[src/rtl/vr_ctrl_pkg.sv]
// constants shared by the phase mode and target slew controller
// assumes a single 125 MHz clock and APB register access
package vr_ctrl_pkg;
    // register byte offsets
    localparam logic [7:0] MAIN_CMD_OFS   = 8'h00;
    localparam logic [7:0] AUX_CMD_OFS    = 8'h04;
    localparam logic [7:0] PSTATE_OFS     = 8'h08;
    localparam logic [7:0] STATUS_OFS     = 8'h0C;
    localparam logic [7:0] IRQ_STAT_OFS   = 8'h10;
    localparam logic [7:0] IRQ_MASK_OFS   = 8'h14;

    // command register fields
    localparam int CMD_TARGET_LSB = 0;
    localparam int CMD_RATE_LSB   = 8;
    localparam int VID_W          = 8;

    // target rate codes
    localparam logic [1:0] RATE_QUICK  = 2'h0;
    localparam logic [1:0] RATE_GENTLE = 2'h1;
    localparam logic [1:0] RATE_COAST  = 2'h2;

    // power state register fields
    localparam int PS_MAIN_LSB = 0;
    localparam int PS_AUX_LSB  = 2;

    // status register fields
    localparam int ST_CFG_LSB      = 0;
    localparam int ST_AUX_OFF      = 2;
    localparam int ST_CFG_VALID    = 3;
    localparam int ST_BUSY_LSB     = 4;
    localparam int ST_COAST_LSB    = 6;
    localparam int ST_MAIN_VID_LSB = 8;
    localparam int ST_AUX_VID_LSB  = 16;

    // irq status bits
    localparam int IRQ_MAIN_DONE   = 0;
    localparam int IRQ_AUX_DONE    = 1;
    localparam int IRQ_AUX_BLOCKED = 2;
    localparam int IRQ_W           = 3;

    // main rail phase configuration codes
    localparam logic [1:0] CFG_4PH = 2'h0;
    localparam logic [1:0] CFG_3PH = 2'h1;
    localparam logic [1:0] CFG_2PH = 2'h2;
    localparam logic [1:0] CFG_1PH = 2'h3;

    // timing
    localparam int CLK_PERIOD_PS        = 8000;
    localparam int VID_STEP_UV          = 5000;
    localparam int QUICK_RATE_UV_PER_US = 10000;
    localparam int GENTLE_RATE_UV_PER_US = 2500;
    localparam int QUICK_STEP_NS  = VID_STEP_UV * 1000 / QUICK_RATE_UV_PER_US;
    localparam int GENTLE_STEP_NS = VID_STEP_UV * 1000 / GENTLE_RATE_UV_PER_US;
    // a minimum rate means a longest step time: round down
    localparam int QUICK_STEP_CYC  = QUICK_STEP_NS * 1000 / CLK_PERIOD_PS;
    localparam int GENTLE_STEP_CYC = GENTLE_STEP_NS * 1000 / CLK_PERIOD_PS;
    localparam int STRAP_SETTLE_CYC = 4;

    typedef enum logic [1:0] {RAIL_IDLE, RAIL_RAMP, RAIL_COAST} rail_state_e;
endpackage

[src/rtl/vr_phase_slew_ctrl.sv]
// phase mode selection and target voltage slew control for a two-rail regulator
// assumes APB master on clk, strap and decay pins asynchronous to clk
// Overview of operation
// - phase-4 strap high alone gives three-phase main rail, phases 1-3.
// - phase-4 and phase-3 straps high give two-phase main rail, phases 1-2.
// - phase-4, phase-3 and phase-2 sense straps high give single-phase main rail.
// - four-phase: PS0 four-phase CONTINUOUS_INDUCTOR_MODE, PS1 two-phase CONTINUOUS_INDUCTOR_MODE, PS2/3 one-phase skip.
// - three-phase: PS0 three-phase CONTINUOUS_INDUCTOR_MODE, PS1 two-phase CONTINUOUS_INDUCTOR_MODE, PS2/3 one-phase skip.
// - two-phase: PS0/1 two-phase CONTINUOUS_INDUCTOR_MODE, PS2/3 one-phase pulse skip.
// - single-phase: PS0/1 one-phase CONTINUOUS_INDUCTOR_MODE, PS2/3 one-phase pulse skip.
// - aux rail single-phase: PS0/1 continuous, PS2/3 pulse skip.
// - aux sum-negative strap high disables aux rail and blocks its commands.
// - both rails slew identically toward each new target at the selected rate.
// - target command chooses quick, gentle or coast rate.
// - quick/gentle force CONTINUOUS_INDUCTOR_MODE and ramp at least 10 or 2.5 mV/us.
// - coast to a lower target forces pulse skip and output falls passively with the load; coast to a target at or above the code leaves the rail idle.
// - coasting descent is clamped to the gentle rate.
// - attention goes low when quick/gentle transition completes, never after coast.
// - quick/gentle upward command during coast abandons coast, ramps, then signals.
`timescale 1ns/100ps
module vr_phase_slew_ctrl #(
    parameter int QUICK_CYC  = vr_ctrl_pkg::QUICK_STEP_CYC,
    parameter int GENTLE_CYC = vr_ctrl_pkg::GENTLE_STEP_CYC
) (
    input  wire logic        clk,                  // 125 MHz clock
    input  wire logic        rstn,                 // async reset, active low
    input  wire logic [7:0]  paddr,                // apb address
    input  wire logic        psel,                 // apb select
    input  wire logic        penable,              // apb enable
    input  wire logic        pwrite,               // apb direction
    input  wire logic [31:0] pwdata,               // apb write data
    output logic      [31:0] prdata,               // apb read data
    output logic             pready,               // apb ready
    output logic             pslverr,              // apb error
    input  wire logic        phase4_drive_out,     // phase-4 pin level, strap sense
    input  wire logic        phase3_drive_out,     // phase-3 pin level, strap sense
    input  wire logic        phase2_current_sense, // phase-2 sense pin level, strap sense
    input  wire logic        aux_current_sum_neg,  // aux sum-negative pin level, strap sense
    input  wire logic [1:0]  load_fall_step,       // per rail: output fell one step (async)
    output logic      [3:0]  main_phase_enable,    // main rail active phases
    output logic             main_continuous_inductor_mode, // main rail CONTINUOUS_INDUCTOR_MODE, else pulse skip
    output logic             aux_rail_enable,      // aux rail running
    output logic             aux_continuous_inductor_mode,  // aux rail CONTINUOUS_INDUCTOR_MODE, else pulse skip
    output logic      [7:0]  main_vid,             // main rail reference code
    output logic      [7:0]  aux_vid,              // aux rail reference code
    output logic             alert_n,              // attention, active low
    output logic             irq                   // level interrupt
);
    localparam int NR = 2;

    initial begin
        if (QUICK_CYC < 1 || GENTLE_CYC < 1 || QUICK_CYC > 255 || GENTLE_CYC > 255)
            $error("step cycle counts must lie in 1..255");
    end

    // strap synchronisers and one-shot capture
    logic [3:0] strap_meta;
    logic [3:0] strap_sync;
    logic [2:0] settle_cnt;
    logic       cfg_valid;
    logic [1:0] cfg;
    logic       aux_off;

    always_ff @(posedge clk or negedge rstn) begin
        if (!rstn) begin
            strap_meta <= 4'h0;
            strap_sync <= 4'h0;
        end else begin
            strap_meta <= {aux_current_sum_neg, phase2_current_sense, phase3_drive_out, phase4_drive_out};
            strap_sync <= strap_meta;
        end
    end

    always_ff @(posedge clk or negedge rstn) begin
        if (!rstn) begin
            settle_cnt <= 3'h0;
            cfg_valid  <= 1'b0;
            cfg        <= vr_ctrl_pkg::CFG_4PH;
            aux_off    <= 1'b0;
        end else if (!cfg_valid) begin
            if (settle_cnt == 3'(vr_ctrl_pkg::STRAP_SETTLE_CYC - 1)) begin
                cfg_valid <= 1'b1;
                aux_off   <= strap_sync[3];
                if (strap_sync[0] && strap_sync[1] && strap_sync[2])
                    cfg <= vr_ctrl_pkg::CFG_1PH;
                else if (strap_sync[0] && strap_sync[1])
                    cfg <= vr_ctrl_pkg::CFG_2PH;
                else if (strap_sync[0])
                    cfg <= vr_ctrl_pkg::CFG_3PH;
                else
                    cfg <= vr_ctrl_pkg::CFG_4PH;
            end else begin
                settle_cnt <= settle_cnt + 3'h1;
            end
        end
    end

    // decay step pins: two flops then edge detect on the second
    logic [NR-1:0] fall_meta;
    logic [NR-1:0] fall_sync;
    logic [NR-1:0] fall_prev;
    always_ff @(posedge clk or negedge rstn) begin
        if (!rstn) begin
            fall_meta <= '0;
            fall_sync <= '0;
            fall_prev <= '0;
        end else begin
            fall_meta <= load_fall_step;
            fall_sync <= fall_meta;
            fall_prev <= fall_sync;
        end
    end

    // apb slave: fixed one-cycle access phase
    localparam int IRQ_W_L = vr_ctrl_pkg::IRQ_W;
    localparam int VW = vr_ctrl_pkg::VID_W;
    localparam int DONE_BITS = 1 << vr_ctrl_pkg::IRQ_MAIN_DONE | 1 << vr_ctrl_pkg::IRQ_AUX_DONE;
    logic                wr_acc;
    logic [1:0]          ps_main;
    logic [1:0]          ps_aux;
    logic [IRQ_W_L-1:0]  irq_stat;
    logic [IRQ_W_L-1:0]  irq_mask;
    logic [NR-1:0]       cmd_go;
    logic [NR-1:0]       done_ev;
    logic                blocked_ev;
    logic [VW-1:0]       cmd_target;
    logic [1:0]          cmd_rate;
    logic [VW-1:0]       vid [NR];
    logic [NR-1:0]       busy;
    logic [NR-1:0]       coasting;
    logic                addr_ok;
    logic [31:0]         rd_val;
    logic                rate_ok;

    assign wr_acc     = psel && penable && pready && pwrite;
    assign cmd_target = pwdata[vr_ctrl_pkg::CMD_TARGET_LSB +: VW];
    assign cmd_rate   = pwdata[vr_ctrl_pkg::CMD_RATE_LSB +: 2];
    assign rate_ok    = cmd_rate != 2'h3;

    always_comb begin
        addr_ok = 1'b1;
        rd_val  = 32'h0;
        case (paddr)
            vr_ctrl_pkg::MAIN_CMD_OFS: rd_val[VW-1:0] = vid[0];
            vr_ctrl_pkg::AUX_CMD_OFS:  rd_val[VW-1:0] = vid[1];
            vr_ctrl_pkg::PSTATE_OFS: begin
                rd_val[vr_ctrl_pkg::PS_MAIN_LSB +: 2] = ps_main;
                rd_val[vr_ctrl_pkg::PS_AUX_LSB +: 2]  = ps_aux;
            end
            vr_ctrl_pkg::STATUS_OFS: begin
                rd_val[vr_ctrl_pkg::ST_CFG_LSB +: 2]       = cfg;
                rd_val[vr_ctrl_pkg::ST_AUX_OFF]            = aux_off;
                rd_val[vr_ctrl_pkg::ST_CFG_VALID]          = cfg_valid;
                rd_val[vr_ctrl_pkg::ST_BUSY_LSB +: NR]     = busy;
                rd_val[vr_ctrl_pkg::ST_COAST_LSB +: NR]    = coasting;
                rd_val[vr_ctrl_pkg::ST_MAIN_VID_LSB +: VW] = vid[0];
                rd_val[vr_ctrl_pkg::ST_AUX_VID_LSB +: VW]  = vid[1];
            end
            vr_ctrl_pkg::IRQ_STAT_OFS: rd_val[IRQ_W_L-1:0] = irq_stat;
            vr_ctrl_pkg::IRQ_MASK_OFS: rd_val[IRQ_W_L-1:0] = irq_mask;
            default: addr_ok = 1'b0;
        endcase
    end

    always_ff @(posedge clk or negedge rstn) begin
        if (!rstn) begin
            pready  <= 1'b0;
            pslverr <= 1'b0;
            prdata  <= 32'h0;
        end else begin
            pready  <= psel && !penable;
            prdata  <= (psel && !penable && !pwrite) ? rd_val : 32'h0;
            // blocked aux commands and bad rate codes are refused with an error
            pslverr <= psel && !penable && (!addr_ok || (pwrite && (
                       (paddr == vr_ctrl_pkg::AUX_CMD_OFS && (aux_off || !cfg_valid || !rate_ok)) ||
                       (paddr == vr_ctrl_pkg::MAIN_CMD_OFS && (!cfg_valid || !rate_ok)))));
        end
    end

    // command launches
    always_comb begin
        cmd_go     = '0;
        blocked_ev = 1'b0;
        if (wr_acc && !pslverr) begin
            if (paddr == vr_ctrl_pkg::MAIN_CMD_OFS)
                cmd_go[0] = 1'b1;
            if (paddr == vr_ctrl_pkg::AUX_CMD_OFS)
                cmd_go[1] = 1'b1;
        end
        if (wr_acc && paddr == vr_ctrl_pkg::AUX_CMD_OFS && aux_off)
            blocked_ev = 1'b1;
    end

    always_ff @(posedge clk or negedge rstn) begin
        if (!rstn) begin
            ps_main  <= 2'h0;
            ps_aux   <= 2'h0;
            irq_mask <= '0;
        end else if (wr_acc) begin
            if (paddr == vr_ctrl_pkg::PSTATE_OFS) begin
                ps_main <= pwdata[vr_ctrl_pkg::PS_MAIN_LSB +: 2];
                if (!aux_off)
                    ps_aux <= pwdata[vr_ctrl_pkg::PS_AUX_LSB +: 2];
            end
            if (paddr == vr_ctrl_pkg::IRQ_MASK_OFS)
                irq_mask <= pwdata[IRQ_W_L-1:0];
        end
    end

    // sticky events; a set in the clearing cycle wins
    logic [IRQ_W_L-1:0] irq_set;
    logic [IRQ_W_L-1:0] irq_clr;
    assign irq_set = {blocked_ev, done_ev};
    assign irq_clr = (wr_acc && paddr == vr_ctrl_pkg::IRQ_STAT_OFS) ? pwdata[IRQ_W_L-1:0] : '0;

    always_ff @(posedge clk or negedge rstn) begin
        if (!rstn)
            irq_stat <= '0;
        else
            irq_stat <= (irq_stat & ~irq_clr) | irq_set;
    end

    always_ff @(posedge clk or negedge rstn) begin
        if (!rstn) begin
            irq     <= 1'b0;
            alert_n <= 1'b1;
        end else begin
            irq     <= |((irq_stat & ~irq_clr | irq_set) & irq_mask);
            // attention holds low until software clears the completion bits
            alert_n <= !(|((irq_stat & ~irq_clr | irq_set) & IRQ_W_L'(DONE_BITS)));
        end
    end

    // per-rail slew engine
    genvar r;
    generate
        for (r = 0; r < NR; r++) begin : g_rail
            vr_ctrl_pkg::rail_state_e state;
            logic [VW-1:0] target;
            logic [7:0]    step_cnt;
            logic [7:0]    step_len;
            logic          fall_pend;

            assign busy[r]     = state != vr_ctrl_pkg::RAIL_IDLE;
            assign coasting[r] = state == vr_ctrl_pkg::RAIL_COAST;

            always_ff @(posedge clk or negedge rstn) begin
                if (!rstn) begin
                    state     <= vr_ctrl_pkg::RAIL_IDLE;
                    target    <= '0;
                    vid[r]    <= '0;
                    step_cnt  <= 8'h0;
                    step_len  <= 8'h0;
                    fall_pend <= 1'b0;
                    done_ev[r] <= 1'b0;
                end else begin
                    done_ev[r] <= 1'b0;
                    if (step_cnt != 8'h0)
                        step_cnt <= step_cnt - 8'h1;
                    if (fall_sync[r] && !fall_prev[r])
                        fall_pend <= 1'b1;
                    if (cmd_go[r]) begin
                        // a new command always takes over, abandoning any coast
                        target   <= cmd_target;
                        step_cnt <= 8'h0;
                        fall_pend <= 1'b0;
                        case (cmd_rate)
                            vr_ctrl_pkg::RATE_QUICK: begin
                                state    <= vr_ctrl_pkg::RAIL_RAMP;
                                step_len <= 8'(QUICK_CYC);
                            end
                            vr_ctrl_pkg::RATE_GENTLE: begin
                                state    <= vr_ctrl_pkg::RAIL_RAMP;
                                step_len <= 8'(GENTLE_CYC);
                            end
                            default: begin
                                state    <= (cmd_target < vid[r]) ? vr_ctrl_pkg::RAIL_COAST
                                                                  : vr_ctrl_pkg::RAIL_IDLE;
                                step_len <= 8'(GENTLE_CYC);
                            end
                        endcase
                    end else begin
                        case (state)
                            vr_ctrl_pkg::RAIL_RAMP: begin
                                if (vid[r] == target) begin
                                    state      <= vr_ctrl_pkg::RAIL_IDLE;
                                    done_ev[r] <= 1'b1;
                                end else if (step_cnt == 8'h0) begin
                                    vid[r]   <= (vid[r] < target) ? vid[r] + 1'b1 : vid[r] - 1'b1;
                                    step_cnt <= step_len - 8'h1;
                                end
                            end
                            vr_ctrl_pkg::RAIL_COAST: begin
                                // load-driven fall, never faster than the gentle step
                                if (vid[r] <= target) begin
                                    state <= vr_ctrl_pkg::RAIL_IDLE;
                                end else if (fall_pend && step_cnt == 8'h0) begin
                                    vid[r]    <= vid[r] - 1'b1;
                                    fall_pend <= 1'b0;
                                    step_cnt  <= step_len - 8'h1;
                                end
                            end
                            default: state <= vr_ctrl_pkg::RAIL_IDLE;
                        endcase
                    end
                end
            end
        end
    endgenerate

    // phase count and conduction mode per power state
    always_ff @(posedge clk or negedge rstn) begin
        if (!rstn) begin
            main_phase_enable             <= 4'h0;
            main_continuous_inductor_mode <= 1'b0;
            main_vid                      <= 8'h00;
        end else begin
            main_vid <= vid[0];
            if (!cfg_valid) begin
                main_phase_enable             <= 4'h0;
                main_continuous_inductor_mode <= 1'b0;
            end else if (ps_main[1] || coasting[0]) begin
                main_phase_enable             <= 4'h1;
                main_continuous_inductor_mode <= busy[0] && !coasting[0];
            end else begin
                main_continuous_inductor_mode <= 1'b1;
                case (cfg)
                    vr_ctrl_pkg::CFG_4PH: main_phase_enable <= ps_main[0] ? 4'h3 : 4'hF;
                    vr_ctrl_pkg::CFG_3PH: main_phase_enable <= ps_main[0] ? 4'h3 : 4'h7;
                    vr_ctrl_pkg::CFG_2PH: main_phase_enable <= 4'h3;
                    default:              main_phase_enable <= 4'h1;
                endcase
            end
        end
    end

    always_ff @(posedge clk or negedge rstn) begin
        if (!rstn) begin
            aux_rail_enable              <= 1'b0;
            aux_continuous_inductor_mode <= 1'b0;
            aux_vid                      <= 8'h00;
        end else begin
            aux_vid         <= vid[1];
            aux_rail_enable <= cfg_valid && !aux_off;
            if (coasting[1])
                aux_continuous_inductor_mode <= 1'b0;
            else
                aux_continuous_inductor_mode <= cfg_valid && !aux_off
                                                && (!ps_aux[1] || busy[1]);
        end
    end
endmodule

[config.mk]
export PLATFORM = sky130hd
export DESIGN_NAME = vr_phase_slew_ctrl
export DESIGN_NICKNAME = d
export VERILOG_FILES = /design/src/rtl/vr_ctrl_pkg.sv /design/src/rtl/vr_phase_slew_ctrl.sv
export SDC_FILE = /design/constraint.sdc
export NUM_CORES = 1
export LEC_CHECK = 0
export BUFFER_PORTS_ARGS = -buffer_cell sky130_fd_sc_hd__buf_2
export CORE_MARGIN = 10
export CORE_UTILIZATION = 43
export DETAILED_ROUTE_END_ITERATION = 8
export MAX_ROUTING_LAYER = met4
export PLACE_DENSITY = 0.72
export SETUP_SLACK_MARGIN = 0.15
export SLEW_MARGIN = 40
export SYNTH_ARGS = -nofsm -noshare
export SYNTH_HDL_FRONTEND = slang
export SYNTH_SLANG_ARGS = --single-unit
[constraint.sdc]
create_clock -name clk -period 3.41 [get_ports clk]
set_input_delay 0.5115 -clock clk [delete_from_list [all_inputs] [get_ports clk]]
set_output_delay 0.5115 -clock clk [all_outputs]
set_load 0.01 [all_outputs]
==> results of run 1 <==
## critical path: stages (launching register included)
cell,delay [ps]
sky130_fd_sc_hd__dfrtp_1,460
sky130_fd_sc_hd__ha_1,330
sky130_fd_sc_hd__nand4_1,310
sky130_fd_sc_hd__a21oi_1,650
sky130_fd_sc_hd__o21ai_0,310
sky130_fd_sc_hd__a211o_1,390
sky130_fd_sc_hd__a21oi_1,140
## kinds of logic after synthesis
| family | count (synthesis) |
|---|---|
| DFF | 144 |
| other | 1 |
| muxes | 21 |
| adders and majority gates | 54 |
| and+or+nand+nor | 240 |
| buffers and inverters | 84 |
| AOI/OAI and AO/OA | 161 |
| xor gates and xnor gates | 24 |
## registers in the layout (all words and copies together), names as in the netlist, 2 cells and up
register / flops
strap_sync: 4
g_rail.step_cnt: 16
irq_mask: 3
g_rail.fall_pend: 2
strap_meta: 4
fall_meta: 2
g_rail.target: 16
ps_aux: 2
ps_main: 2
fall_sync: 2
done_ev: 2
main_vid: 8
g_rail.step_len: 6
settle_cnt: 3
aux_vid: 8
irq_stat: 3
vid: 16
g_rail.state: 4
prdata: 24
fall_prev: 2
cfg: 2
main_phase_enable: 4
## synth_stat cells (6+ instances only)
cell and n:
sky130_fd_sc_hd__ha_1 54, sky130_fd_sc_hd__and3_1 8, sky130_fd_sc_hd__buf_4 8, sky130_fd_sc_hd__nand2_1 65, sky130_fd_sc_hd__dfrtp_1 143, sky130_fd_sc_hd__xnor2_1 20, sky130_fd_sc_hd__mux2_2 13, sky130_fd_sc_hd__mux2i_1 8
sky130_fd_sc_hd__a21oi_1 31, sky130_fd_sc_hd__o2111ai_1 6, sky130_fd_sc_hd__clkbuf_1 14, sky130_fd_sc_hd__a21o_1 7, sky130_fd_sc_hd__a211oi_1 15, sky130_fd_sc_hd__nor4_1 11, sky130_fd_sc_hd__nor3_1 17, sky130_fd_sc_hd__and2_1 17
sky130_fd_sc_hd__nor2_1 43, sky130_fd_sc_hd__or3_1 9, sky130_fd_sc_hd__nand4_1 9, sky130_fd_sc_hd__o21ai_0 54, sky130_fd_sc_hd__inv_1 57, sky130_fd_sc_hd__nand2b_1 12, sky130_fd_sc_hd__nand3_1 20
## routing by layer
metal / GRT usage (%) / up-vias
met5: - / -
met4: 5.39 / 0
met3: 3.46 / 33
met2: 23.6 / 192
met1: 21.6 / 2714
li1: - / 2738
## power by group
part / total, mW / switching, mW / internal (mW) / leakage [nW]
sequential: 1.89 / 0.0889 / 1.80 / 1.69
clock: 2.05 / 0.731 / 1.31 / 0.312
combinational: 0.390 / 0.220 / 0.170 / 2.08
total: 4.32 / 1.04 / 3.28 / 4.08
## layout make-up
class	count	area share (%)
clock buffer	18	5.07
multi-input combinational	508	39.8
inverter	57	2.47
tap	220	3.18
timing repair buffer	86	5.39
clock inverter	13	2.43
sequential	144	41.6
## final timing paths
path                                   start                    end  slack [ps]  cells after the start
max reg2reg                           vid[6]  g_rail[1].step_cnt[5]         740                      6
max in group asynchronous               rstn                vid[11]        2510                      2
max                                   vid[6]  g_rail[1].step_cnt[5]         740                      6
min reg2reg                    strap_meta[1]          strap_sync[1]         350                      0
min                                     rstn          strap_sync[0]          70                      1
min in group clk           load_fall_step[1]           fall_meta[1]         180                      1
## placed cells by master (no fill, tap or decap), drive strengths merged, types with 3 or more instances in the layout
cell type and instances:
or4 4, o211ai 4, dfrtp 143, nor2b 3, nand3 20, and2 17, nand4 9, nand2 66
o22ai 3, buf 86, and3 8, or2 4, o2111ai 6, o21a 3, clkinv 5, a311oi 3
nor3 18, nand2b 12, mux2 13, a31oi 4, bufinv 5, o21ai 58, nor4 13, clkbuf 18
a21oi 31, a211oi 18, xor2 4, nor3b 3, conb 8, a22oi 4, ha 54, or3 10
xnor2 20, mux2i 8, a21o 7, nor2 45, inv 58
## metrics by stage
step,hold slack (ps),setup WS [ps]
after floorplan,216,1120
after global placement,333,743
after detailed placement,335,712
after CTS,111,799
after global routing,138,515
final,72.2,745
==> impl_results.html, run 1 <==
<table>
<tr><th>Metric</th><th>Value</th></tr>
<tr><th colspan="2">Global routing</th></tr>
<tr><td>Initial antenna violation count</td><td>0</td></tr>
<tr><td>Remaining global-route overflow</td><td>0</td></tr>
<tr><td>Largest net degree at the start of global routing</td><td>79</td></tr>
<tr><td>Number of global-route vias before repair</td><td>5549</td></tr>
<tr><td>Total GRT Usage</td><td>16.0%</td></tr>
<tr><td>Wire length of the first global-routing pass</td><td>28.2 mm</td></tr>
<tr><th colspan="2">Routing</th></tr>
<tr><td>WL met2</td><td>7.64 mm</td></tr>
<tr><td>Total vias in the final route</td><td>5677</td></tr>
<tr><td>Detail Route met3 WL</td><td>1.17 mm</td></tr>
<tr><td>Detailed-router iteration count before antenna repair</td><td>5</td></tr>
<tr><td>Vias per Instance</td><td>5.43</td></tr>
<tr><td># DRC</td><td>0</td></tr>
<tr><td>Remaining antenna violation count after routing</td><td>0</td></tr>
<tr><td>Metal1 wirelength</td><td>8.28 mm</td></tr>
<tr><td>Wire length reported by the detailed router</td><td>17.4 mm</td></tr>
<tr><td>Post-detailed-route wirelength per cell</td><td>16.6 microns</td></tr>
<tr><td>Starting DRT DRC Count</td><td>470</td></tr>
<tr><td>Highest metal layer used by the detailed router</td><td>met4</td></tr>
<tr><th colspan="2">Synthesis</th></tr>
<tr><td>Most area-hungry cell type in the Yosys netlist</td><td>sky130_fd_sc_hd__dfrtp_1</td></tr>
<tr><td>Synthesized instance count</td><td>729</td></tr>
<tr><td>Post-synthesis instance area</td><td>0.00737 sq mm</td></tr>
<tr><td>Post-synthesis share of cell area spent on full adders, half adders and majority gates</td><td>9.16%</td></tr>
<tr><td>Seq/Total Area, Yosys</td><td>48.9%</td></tr>
<tr><td>Number of distinct library cells after synthesis</td><td>68</td></tr>
<tr><td>Combinational family with the most area after synthesis</td><td>simple AND/OR/NAND/NOR gates</td></tr>
<tr><td>Leading register cell type out of synthesis</td><td>sky130_fd_sc_hd__dfrtp_1</td></tr>
<tr><td>Synthesized-area fraction occupied by ao, oa, aoi and oai cells</td><td>14.1%</td></tr>
<tr><td>Portion of netlist area occupied by mux cells</td><td>3.07%</td></tr>
<tr><td>Simple-gate share of the synthesized area</td><td>17.1%</td></tr>
<tr><td>Cell types with the largest area share after synthesis</td><td>sky130_fd_sc_hd__dfrtp_1 (49%), sky130_fd_sc_hd__ha_1 (9.2%), sky130_fd_sc_hd__o21ai_0 (3.7%)</td></tr>
<tr><td>Yosys reg bits</td><td>144</td></tr>
<tr><td>Mapped Avg Cell Area</td><td>10.1 sq um</td></tr>
<tr><td>Area share of the largest cell type after synthesis</td><td>48.5%</td></tr>
<tr><td>Ys Warns</td><td>0</td></tr>
<tr><td>Post-synth EDFFs</td><td>0</td></tr>
<tr><td>Post-synthesis xor/xnor area fraction</td><td>2.85%</td></tr>
<tr><td>Async set or reset register ratio after synthesis</td><td>100%</td></tr>
<tr><th colspan="2">Setup path</th></tr>
<tr><td>Worst setup path class</td><td>flop to flop</td></tr>
<tr><td>Arrival time of data at the critical path endpoint</td><td>3020 ps</td></tr>
<tr><td>Critical Path End Type</td><td>flop</td></tr>
<tr><td>CP startpoint kind</td><td>flop</td></tr>
<tr><td>Critical path required time</td><td>3770 ps</td></tr>
<tr><td>Crit path max fanout</td><td>10</td></tr>
<tr><th colspan="2">Layout</th></tr>
<tr><td>Number of diodes</td><td>0</td></tr>
<tr><td>Combined flip-flop and latch cell area</td><td>0.00360 sq mm</td></tr>
<tr><td>Post-route non-filler standard cell count</td><td>1046</td></tr>
<tr><td>Area growth, synth to finish</td><td>17.4%</td></tr>
<tr><td>Fillers</td><td>1507</td></tr>
<tr><td>Final instance area</td><td>0.00866 sq mm</td></tr>
<tr><td>Fraction of layout instances using a drive strength above 1</td><td>18.4%</td></tr>
<tr><td>Utilization after layout</td><td>51.8%</td></tr>
<tr><td>Total number of nets in the final design</td><td>919</td></tr>
<tr><td>Total area of multi-input combinational cells</td><td>0.00345 sq mm</td></tr>
<tr><th colspan="2">Floorplanning</th></tr>
<tr><td>Die footprint</td><td>0.0228 sq mm</td></tr>
<tr><td>Starting density of the core</td><td>44.1%</td></tr>
<tr><td>Width of the die</td><td>151 microns</td></tr>
<tr><td>Die Span Y</td><td>151 microns</td></tr>
<tr><td>Standard-cell rows</td><td>47</td></tr>
<tr><td>Number of top-level pins</td><td>110</td></tr>
<tr><td>Core area</td><td>0.0167 sq mm</td></tr>
<tr><th colspan="2">Run status</th></tr>
<tr><td>Run status</td><td>finished clean</td></tr>
<tr><th colspan="2">Pwr</th></tr>
<tr><td>Leak</td><td>4.08 nW</td></tr>
<tr><td>Maximum VDD drop</td><td>0.368 mV</td></tr>
<tr><td>Cell Pwr Density</td><td>499 mW/mm^2</td></tr>
<tr><td>Total power draw</td><td>4.32 mW</td></tr>
<tr><th colspan="2">Clock tree</th></tr>
<tr><td>Worst skew pair latency</td><td>430 ps</td></tr>
<tr><td>Maximum count of clock buffers along a single path</td><td>2</td></tr>
<tr><td># H-tree levels</td><td>4</td></tr>
<tr><td>Master cell of the clock root buffer</td><td>sky130_fd_sc_hd__clkbuf_16</td></tr>
<tr><td>Clock tree from TritonCTS</td><td>yes</td></tr>
<tr><td>Num CTS Buffers</td><td>17</td></tr>
<tr><td>Sinks on Clock Net</td><td>144</td></tr>
<tr><td>Number of hold buffers added after cts</td><td>0</td></tr>
<tr><td>Cells resized by post-CTS repair</td><td>0</td></tr>
<tr><td>Number of buffers inserted by post-CTS setup repair</td><td>0</td></tr>
<tr><td>Clock input transition at the sequential cells of the worst setup and hold paths</td><td>60 ps</td></tr>
<tr><th colspan="2">STA</th></tr>
<tr><td>Min Clock Period, post-route</td><td>2670 ps</td></tr>
<tr><td>Slew Limit Headroom</td><td>53.3%</td></tr>
<tr><td>Max-slew violation total from the final report</td><td>0</td></tr>
<tr><td>Summed negative setup slack over all endpoints</td><td>0 ps</td></tr>
<tr><td>Maximum frequency from static timing analysis</td><td>375 MHz</td></tr>
<tr><td>Share of the clock period used by the worst path</td><td>78.2%</td></tr>
<tr><td>Unrepaired setup endpoints after global routing</td><td>false</td></tr>
<tr><td>Final setup violation count</td><td>0</td></tr>
<tr><td>Worst setup skew after layout</td><td>7.80 ps</td></tr>
<tr><td>Fin. Hold Viols</td><td>0</td></tr>
<tr><td>Worst-margin pin slew</td><td>699 ps</td></tr>
<tr><th colspan="2">Place</th></tr>
<tr><td>Post-DP HPWL</td><td>12.5 mm</td></tr>
<tr><td>Number of port buffers</td><td>79</td></tr>
<tr><td>Placed Cells</td><td>1015</td></tr>
<tr><td>Placed standard-cell area</td><td>0.00800 sq mm</td></tr>
<tr><td>Routability congestion estimate from global placement</td><td>0.928</td></tr>
<tr><th colspan="2">Flow run</th></tr>
<tr><td>Max-cap violation count</td><td>0</td></tr>
<tr><th colspan="2">Hold path</th></tr>
<tr><td>HP Class</td><td>input pin to async pin</td></tr>
</table>
Note: power is estimated with default switching activity, not from simulation.
==> run 2: changes to the inputs <==
- PLACE_DENSITY: 0.72 -> 0.74
- clock period: 3.41 -> 2.3 ns (I/O delays scaled with it)
==> run 2 against run 1 <==
Against the previous run: wire length up 13%; power up 44%; flip-flop and latch count unchanged; die area unchanged; setup slack worse by 640 ps; clock power up 36%; combinational power up 68%; final area up 10%; first-iteration DRC count up 10%; clock skew about the same; critical path type unchanged; highest routed layer unchanged.
==> impl_results.html, run 2 (synthesis results as in run 1) <==
<table>
<tr><th>Metric</th><th>Value</th></tr>
<tr><th colspan="2">Run status</th></tr>
<tr><td>Run status</td><td>finished clean</td></tr>
<tr><th colspan="2">Layout</th></tr>
<tr><td>Max reg flops</td><td>24</td></tr>
<tr><td>Register name with the most flops</td><td>prdata</td></tr>
<tr><td>Utilization after layout</td><td>57.2%</td></tr>
<tr><td>Commonest non-fill, non-tap cell in the layout</td><td>sky130_fd_sc_hd__dfrtp_1</td></tr>
<tr><td>Total number of nets in the final design</td><td>984</td></tr>
<tr><td>Number of diodes</td><td>0</td></tr>
<tr><td>Fraction of layout instances using a drive strength above 1</td><td>30.8%</td></tr>
<tr><td>Fillers</td><td>1389</td></tr>
<tr><td>Area growth, synth to finish</td><td>29.6%</td></tr>
<tr><td>Leading cell types in the layout, fill and taps excluded</td><td>sky130_fd_sc_hd__dfrtp_1 (143), sky130_fd_sc_hd__buf_2 (78), sky130_fd_sc_hd__nand2_1 (64)</td></tr>
<tr><th colspan="2">Setup path</th></tr>
<tr><td>Worst setup path startpoint</td><td>vid[13]</td></tr>
<tr><td>Critical path required time</td><td>2610 ps</td></tr>
<tr><td>Combined buffer and inverter count along the critical path</td><td>3</td></tr>
<tr><td>Critical Path End Type</td><td>flop</td></tr>
<tr><td>Worst path most repeated cell</td><td>sky130_fd_sc_hd__buf_6</td></tr>
<tr><td>Critical Path, Cell by Cell</td><td>ha_4 -&gt; nand4_1 -&gt; buf_6 -&gt; a211oi_4 -&gt; buf_4 -&gt; nor3_4 -&gt; buf_6 -&gt; nor4_2 -&gt; o21ai_1 -&gt; xnor2_1</td></tr>
<tr><td>Endpoint of the lowest-slack register-to-register path</td><td>vid[11]</td></tr>
<tr><td>Arrival time of data at the critical path endpoint</td><td>2510 ps</td></tr>
<tr><td>Library cell contributing the largest single delay on the critical path</td><td>sky130_fd_sc_hd__dfrtp_1</td></tr>
<tr><td>CP startpoint kind</td><td>flop</td></tr>
<tr><td>Worst setup path end</td><td>vid[11]</td></tr>
<tr><td>Worst reg2reg path depth</td><td>10</td></tr>
<tr><td>Worst stage delay on the critical path</td><td>410 ps</td></tr>
<tr><td>Number of gates on the worst path with buffers counted</td><td>10</td></tr>
<tr><td>Crit path max fanout</td><td>6</td></tr>
<tr><td>Worst setup path class</td><td>flop to flop</td></tr>
<tr><td>Start of the worst register-to-register path</td><td>vid[13]</td></tr>
<tr><td>Top delay family on crit path</td><td>buffers and inverters</td></tr>
<tr><td>Setup slack, reg-to-reg</td><td>110 ps</td></tr>
<tr><th colspan="2">Global routing</th></tr>
<tr><td>Largest net degree at the start of global routing</td><td>58</td></tr>
<tr><td>Initial antenna violation count</td><td>0</td></tr>
<tr><td>Remaining global-route overflow</td><td>0</td></tr>
<tr><td>Number of global-route vias before repair</td><td>5944</td></tr>
<tr><td>Total GRT Usage</td><td>17.2%</td></tr>
<tr><td>Wire length of the first global-routing pass</td><td>30.1 mm</td></tr>
<tr><th colspan="2">STA</th></tr>
<tr><td>Worst setup skew after layout</td><td>7.36 ps</td></tr>
<tr><td>Worst-margin pin slew</td><td>530 ps</td></tr>
<tr><td>Maximum frequency from static timing analysis</td><td>456 MHz</td></tr>
<tr><td>Unrepaired setup endpoints after global routing</td><td>true</td></tr>
<tr><td>Summed negative setup slack over all endpoints</td><td>0 ps</td></tr>
<tr><td>Max-slew violation total from the final report</td><td>0</td></tr>
<tr><td>Slew Limit Headroom</td><td>64.6%</td></tr>
<tr><td>Min Clock Period, post-route</td><td>2190 ps</td></tr>
<tr><td>Final setup violation count</td><td>0</td></tr>
<tr><td>Fin. Hold Viols</td><td>0</td></tr>
<tr><td>Share of the clock period used by the worst path</td><td>95.4%</td></tr>
<tr><th colspan="2">Hold path</th></tr>
<tr><td>WHS Path Cells</td><td>1</td></tr>
<tr><td>HP Class</td><td>input pin to flop</td></tr>
<tr><th colspan="2">Clock tree</th></tr>
<tr><td>Master cell of the clock root buffer</td><td>sky130_fd_sc_hd__clkbuf_16</td></tr>
<tr><td># H-tree levels</td><td>4</td></tr>
<tr><td>Maximum count of clock buffers along a single path</td><td>2</td></tr>
<tr><td>Sinks on Clock Net</td><td>144</td></tr>
<tr><td>Worst skew pair latency</td><td>440 ps</td></tr>
<tr><td>Num CTS Buffers</td><td>17</td></tr>
<tr><td>Clock input transition at the sequential cells of the worst setup and hold paths</td><td>60 ps</td></tr>
<tr><td>Clock tree from TritonCTS</td><td>yes</td></tr>
<tr><th colspan="2">Routing</th></tr>
<tr><td>Wire length reported by the detailed router</td><td>19.7 mm</td></tr>
<tr><td>Starting DRT DRC Count</td><td>518</td></tr>
<tr><td>Vias per Instance</td><td>5.48</td></tr>
<tr><td>Remaining antenna violation count after routing</td><td>0</td></tr>
<tr><td>Total vias in the final route</td><td>6092</td></tr>
<tr><td>Detailed-router iteration count before antenna repair</td><td>7</td></tr>
<tr><td># DRC</td><td>0</td></tr>
<tr><td>Post-detailed-route wirelength per cell</td><td>17.7 microns</td></tr>
<tr><th colspan="2">Pwr</th></tr>
<tr><td>Leak</td><td>4.45 nW</td></tr>
<tr><td>Total power draw</td><td>6.25 mW</td></tr>
<tr><td>Cell Pwr Density</td><td>654 mW/mm^2</td></tr>
<tr><td>Maximum VDD drop</td><td>0.560 mV</td></tr>
<tr><th colspan="2">Floorplanning</th></tr>
<tr><td>Number of top-level pins</td><td>110</td></tr>
<tr><td>Core area</td><td>0.0167 sq mm</td></tr>
<tr><td>Width of the die</td><td>151 microns</td></tr>
<tr><td>Starting density of the core</td><td>44.1%</td></tr>
<tr><td>Standard-cell rows</td><td>47</td></tr>
<tr><td>Die Span Y</td><td>151 microns</td></tr>
<tr><td>Die footprint</td><td>0.0228 sq mm</td></tr>
<tr><th colspan="2">Place</th></tr>
<tr><td>Post-DP HPWL</td><td>13.4 mm</td></tr>
<tr><td>Number of port buffers</td><td>79</td></tr>
<tr><td>Routability congestion estimate from global placement</td><td>0.920</td></tr>
<tr><th colspan="2">Flow run</th></tr>
<tr><td>Max-cap violation count</td><td>0</td></tr>
</table>
## run 2: per-stage QoR
stage	cell area, sq um	setup WS, ps	instances	hold WS [ps]
5_1_grt	9560	21.9	1112	0.160
4_1_cts	9160	90.4	1100	3.93
6_report	9560	105	1112	9.82
3_3_place_gp	8360	73.4	1054	332
2_1_floorplan	7460	138	736	49.4
3_5_place_dp	8360	18.3	1054	335
## run 2: report_power, final
group | internal [mW] | total, mW | switching, mW
clock | 1.64 | 2.78 | 1.14
combinational | 0.295 | 0.656 | 0.360
sequential | 2.67 | 2.82 | 0.147
## run 2: layout make-up
| type | count | area (sq um) | area share, % |
|---|---|---|---|
| Multi-Input combinational cell | 510 | 3890 | 40.7 |
| Timing Repair Buffer | 149 | 981 | 10.3 |
| Clock inverter | 14 | 155 | 1.62 |
| Clock buffer | 18 | 439 | 4.60 |
| Inverter | 57 | 214 | 2.24 |
| Sequential cell | 144 | 3600 | 37.7 |
| Tap cell | 220 | 275 | 2.88 |
## run 2: what timing repair did
action	4_1_cts	5_1_grt
endpoints found under the hold margin	53	0
endpoints found under the setup margin	27	31
pin swaps	20	25
hold buffers	1	0
gates resized for setup	20	64
gates cloned	1	1
setup buffers	12	11
## run 2: metal layers
metal / global-route usage (%) / wire length (microns) / vias to the layer above
met4: 7.22 / 518 / 0
met2: 25.6 / 9240 / 227
met3: 3.91 / 1260 / 39
li1: - / - / 2863
met1: 22.2 / 8660 / 2963
met5: - / 0 / -
## run 2: worst min path at each step
| stage | from | to |
|---|---|---|
| 2_1_floorplan | rstn | aux_continuous_inductor_mode |
| 3_3_place_gp | fall_meta[1] | fall_sync[1] |
| 3_5_place_dp | strap_meta[3] | strap_sync[3] |
| 4_1_cts | phase4_drive_out | strap_meta[0] |
| 5_1_grt | load_fall_step[1] | fall_meta[1] |
| 6_report | phase4_drive_out | strap_meta[0] |
## run 2: worst reg2reg max path: cells and delay by family, from the launching register on
family                     cells  cell delay [ps]
buffers and inverters          3              490
DFF                            1              410
AOI/OAI and AO/OA              2              410
and+or+nand+nor                3              330
adders and majority gates      1              300
xor gates and xnor gates       1              140
==> run 3: changes to the inputs <==
- BUFFER_PORTS_ARGS: -buffer_cell sky130_fd_sc_hd__buf_2 -> not set
- DONT_BUFFER_PORTS: not set -> 1
- PLACE_DENSITY: 0.74 -> 0.69
==> run 3 against run 2 <==
Against the previous run: the flow now finishes with violations (hold timing); largest power group is now the clock network; global-route usage decreased by 0.17 points; clock skew increased by 1.5 ps; setup slack got worse by 39 ps; wire length decreased by 2.4%; critical path depth decreased by 1; sequential power about the same; core utilization decreased by 2.5 points; non-clock buffer count decreased by 80; sequential share of layout area increased by 1.7 points; largest cell class unchanged; final cell count decreased by 7.3%; clock power increased by 7.6%.
==> impl_results.html, run 3 (synthesis results as in run 1) <==
<table>
<tr><th>Metric</th><th>Value</th></tr>
<tr><th colspan="2">STA</th></tr>
<tr><td>Final setup violation count</td><td>0</td></tr>
<tr><td>Max-slew violation total from the final report</td><td>0</td></tr>
<tr><td>Min Clock Period, post-route</td><td>2230 ps</td></tr>
<tr><td>Fin. Hold Viols</td><td>144</td></tr>
<tr><td>Share of the clock period used by the worst path</td><td>97.1%</td></tr>
<tr><td>Summed negative setup slack over all endpoints</td><td>0 ps</td></tr>
<tr><td>Worst-margin pin slew</td><td>527 ps</td></tr>
<tr><td>Hold slack</td><td>-379 ps</td></tr>
<tr><td>Unrepaired setup endpoints after global routing</td><td>true</td></tr>
<tr><td>Maximum frequency from static timing analysis</td><td>448 MHz</td></tr>
<tr><td>Worst setup skew after layout</td><td>8.89 ps</td></tr>
<tr><td>Slew Limit Headroom</td><td>64.7%</td></tr>
<tr><td>Final critical-path setup slack</td><td>66.4 ps</td></tr>
<tr><th colspan="2">Routing</th></tr>
<tr><td>Starting DRT DRC Count</td><td>485</td></tr>
<tr><td>Vias per Instance</td><td>5.58</td></tr>
<tr><td>Remaining antenna violation count after routing</td><td>0</td></tr>
<tr><td>Post-detailed-route wirelength per cell</td><td>18.6 microns</td></tr>
<tr><td>Total vias in the final route</td><td>5758</td></tr>
<tr><td>Detailed-router iteration count before antenna repair</td><td>5</td></tr>
<tr><td># DRC</td><td>0</td></tr>
<tr><td>Wire length reported by the detailed router</td><td>19.2 mm</td></tr>
<tr><th colspan="2">Run status</th></tr>
<tr><td>Violations in the final reports</td><td>hold timing</td></tr>
<tr><td>Run status</td><td>finished, violations left</td></tr>
<tr><th colspan="2">Layout</th></tr>
<tr><td>Commonest non-fill, non-tap cell in the layout</td><td>sky130_fd_sc_hd__dfrtp_1</td></tr>
<tr><td>Register name with the most flops</td><td>prdata</td></tr>
<tr><td>Leading cell types in the layout, fill and taps excluded</td><td>sky130_fd_sc_hd__dfrtp_1 (143), sky130_fd_sc_hd__nand2_1 (60), sky130_fd_sc_hd__buf_4 (58)</td></tr>
<tr><td>Fraction of layout instances using a drive strength above 1</td><td>23.4%</td></tr>
<tr><td>Utilization after layout</td><td>54.7%</td></tr>
<tr><td>Number of diodes</td><td>0</td></tr>
<tr><td>Area growth, synth to finish</td><td>24.0%</td></tr>
<tr><td>Total number of nets in the final design</td><td>903</td></tr>
<tr><td>Max reg flops</td><td>24</td></tr>
<tr><th colspan="2">Floorplanning</th></tr>
<tr><td>Number of top-level pins</td><td>110</td></tr>
<tr><td>Die footprint</td><td>0.0228 sq mm</td></tr>
<tr><td>Width of the die</td><td>151 microns</td></tr>
<tr><td>Die Span Y</td><td>151 microns</td></tr>
<tr><td>Core area</td><td>0.0167 sq mm</td></tr>
<tr><td>Starting density of the core</td><td>44.1%</td></tr>
<tr><td>Standard-cell rows</td><td>47</td></tr>
<tr><th colspan="2">Global routing</th></tr>
<tr><td>Total GRT Usage</td><td>17.0%</td></tr>
<tr><td>Initial antenna violation count</td><td>0</td></tr>
<tr><td>Number of global-route vias before repair</td><td>5684</td></tr>
<tr><td>GRT met2 Usage</td><td>24.8%</td></tr>
<tr><td>Wire length of the first global-routing pass</td><td>29.6 mm</td></tr>
<tr><td>Remaining global-route overflow</td><td>0</td></tr>
<tr><td>Most Crowded Layer GR</td><td>met2</td></tr>
<tr><td>Largest net degree at the start of global routing</td><td>145</td></tr>
<tr><td>Fraction of met3 tracks used by global routing</td><td>4.62%</td></tr>
<tr><td>Met1 usage</td><td>22.3%</td></tr>
<tr><th colspan="2">Pwr</th></tr>
<tr><td>Cell Pwr Density</td><td>691 mW/mm^2</td></tr>
<tr><td>Total power draw</td><td>6.32 mW</td></tr>
<tr><td>Maximum VDD drop</td><td>0.536 mV</td></tr>
<tr><td>Leak</td><td>4.10 nW</td></tr>
<tr><th colspan="2">Clock tree</th></tr>
<tr><td># H-tree levels</td><td>4</td></tr>
<tr><td>Clock input transition at the sequential cells of the worst setup and hold paths</td><td>60 ps</td></tr>
<tr><td>Number of hold buffers added after cts</td><td>6</td></tr>
<tr><td>Master cell of the clock root buffer</td><td>sky130_fd_sc_hd__clkbuf_16</td></tr>
<tr><td>Worst skew pair latency</td><td>430 ps</td></tr>
<tr><td>Maximum count of clock buffers along a single path</td><td>2</td></tr>
<tr><td>Num CTS Buffers</td><td>17</td></tr>
<tr><td>Sinks on Clock Net</td><td>144</td></tr>
<tr><td>Clock tree from TritonCTS</td><td>yes</td></tr>
<tr><th colspan="2">Setup path</th></tr>
<tr><td>CP startpoint kind</td><td>flop</td></tr>
<tr><td>Crit path max fanout</td><td>7</td></tr>
<tr><td>Critical Path End Type</td><td>flop</td></tr>
<tr><td>Worst setup path class</td><td>flop to flop</td></tr>
<tr><td>Critical path required time</td><td>2610 ps</td></tr>
<tr><td>Arrival time of data at the critical path endpoint</td><td>2540 ps</td></tr>
<tr><th colspan="2">Place</th></tr>
<tr><td>Routability congestion estimate from global placement</td><td>0.909</td></tr>
<tr><td>Number of port buffers</td><td>0</td></tr>
<tr><td>Post-DP HPWL</td><td>12.9 mm</td></tr>
<tr><td>Pre-CTS setup slack</td><td>-49.4 ps</td></tr>
<tr><th colspan="2">Flow run</th></tr>
<tr><td>Max-cap violation count</td><td>0</td></tr>
<tr><th colspan="2">Hold path</th></tr>
<tr><td>HP Class</td><td>input pin to async pin</td></tr>
</table>
## run 3: worst max-delay path, stage by stage, from the launching register on
cell and delay, ps:
sky130_fd_sc_hd__dfrtp_1 410, sky130_fd_sc_hd__ha_4 290, sky130_fd_sc_hd__nand4_1 200, sky130_fd_sc_hd__buf_6 200, sky130_fd_sc_hd__a211oi_4 270, sky130_fd_sc_hd__buf_4 190, sky130_fd_sc_hd__nor3_4 60, sky130_fd_sc_hd__nor4_1 260
sky130_fd_sc_hd__o21ai_1 120, sky130_fd_sc_hd__xnor2_1 130
## run 3: per-layer routing
layer / share of wire [%] / up-vias
li1: - / 2703
met1: 45 / 2797
met2: 45 / 225
met3: 7.9 / 33
met4: 2.2 / 0
met5: 0 / -
## run 3: metrics by stage
step / cells / area, sq um
floorplan: 736 / 7460
global placement: 969 / 7900
detailed placement: 969 / 7900
CTS: 1021 / 8760
global route: 1031 / 9140
finish: 1031 / 9140
## run 3: layout make-up
| class | instances | area [sq um] |
|---|---|---|
| multi-input cells | 509 | 3840 |
| well taps | 220 | 275 |
| clock buffers | 18 | 439 |
| clock inverters | 14 | 203 |
| flip-flops and latches | 144 | 3600 |
| fillers | 1441 | 7560 |
| inverters | 57 | 218 |
| repair buffers | 69 | 561 |
## run 3: what timing repair did
action / 4_1_cts / 5_1_grt
pin swaps: 14 / 24
setup endpoints to repair: 29 / 36
resized for setup: 11 / 60
endpoints found under the hold margin: 150 / 144
setup buffers: 14 / 9
gates cloned: 0 / 1
## run 3: power breakdown
group	switching, mW	internal, mW	leakage [nW]
Clock	1.13	1.86	0.300
Combinational	0.249	0.258	2.11
Sequential	0.147	2.67	1.69
## run 3: worst paths after layout
kind | from | end | slack (ps) | cells after the start
setup / recovery | vid[13] | vid[13] | 70 | 9
hold / removal | rstn | fall_meta[0] | -380 | 0
hold reg to reg | strap_meta[0] | strap_sync[0] | 340 | 0
max in group asynchronous | rstn | prdata[5] | 2460 | 0
setup reg to reg | vid[13] | vid[13] | 70 | 9
min in group clk | pwdata[7] | g_rail[1].target[7] | 30 | 2
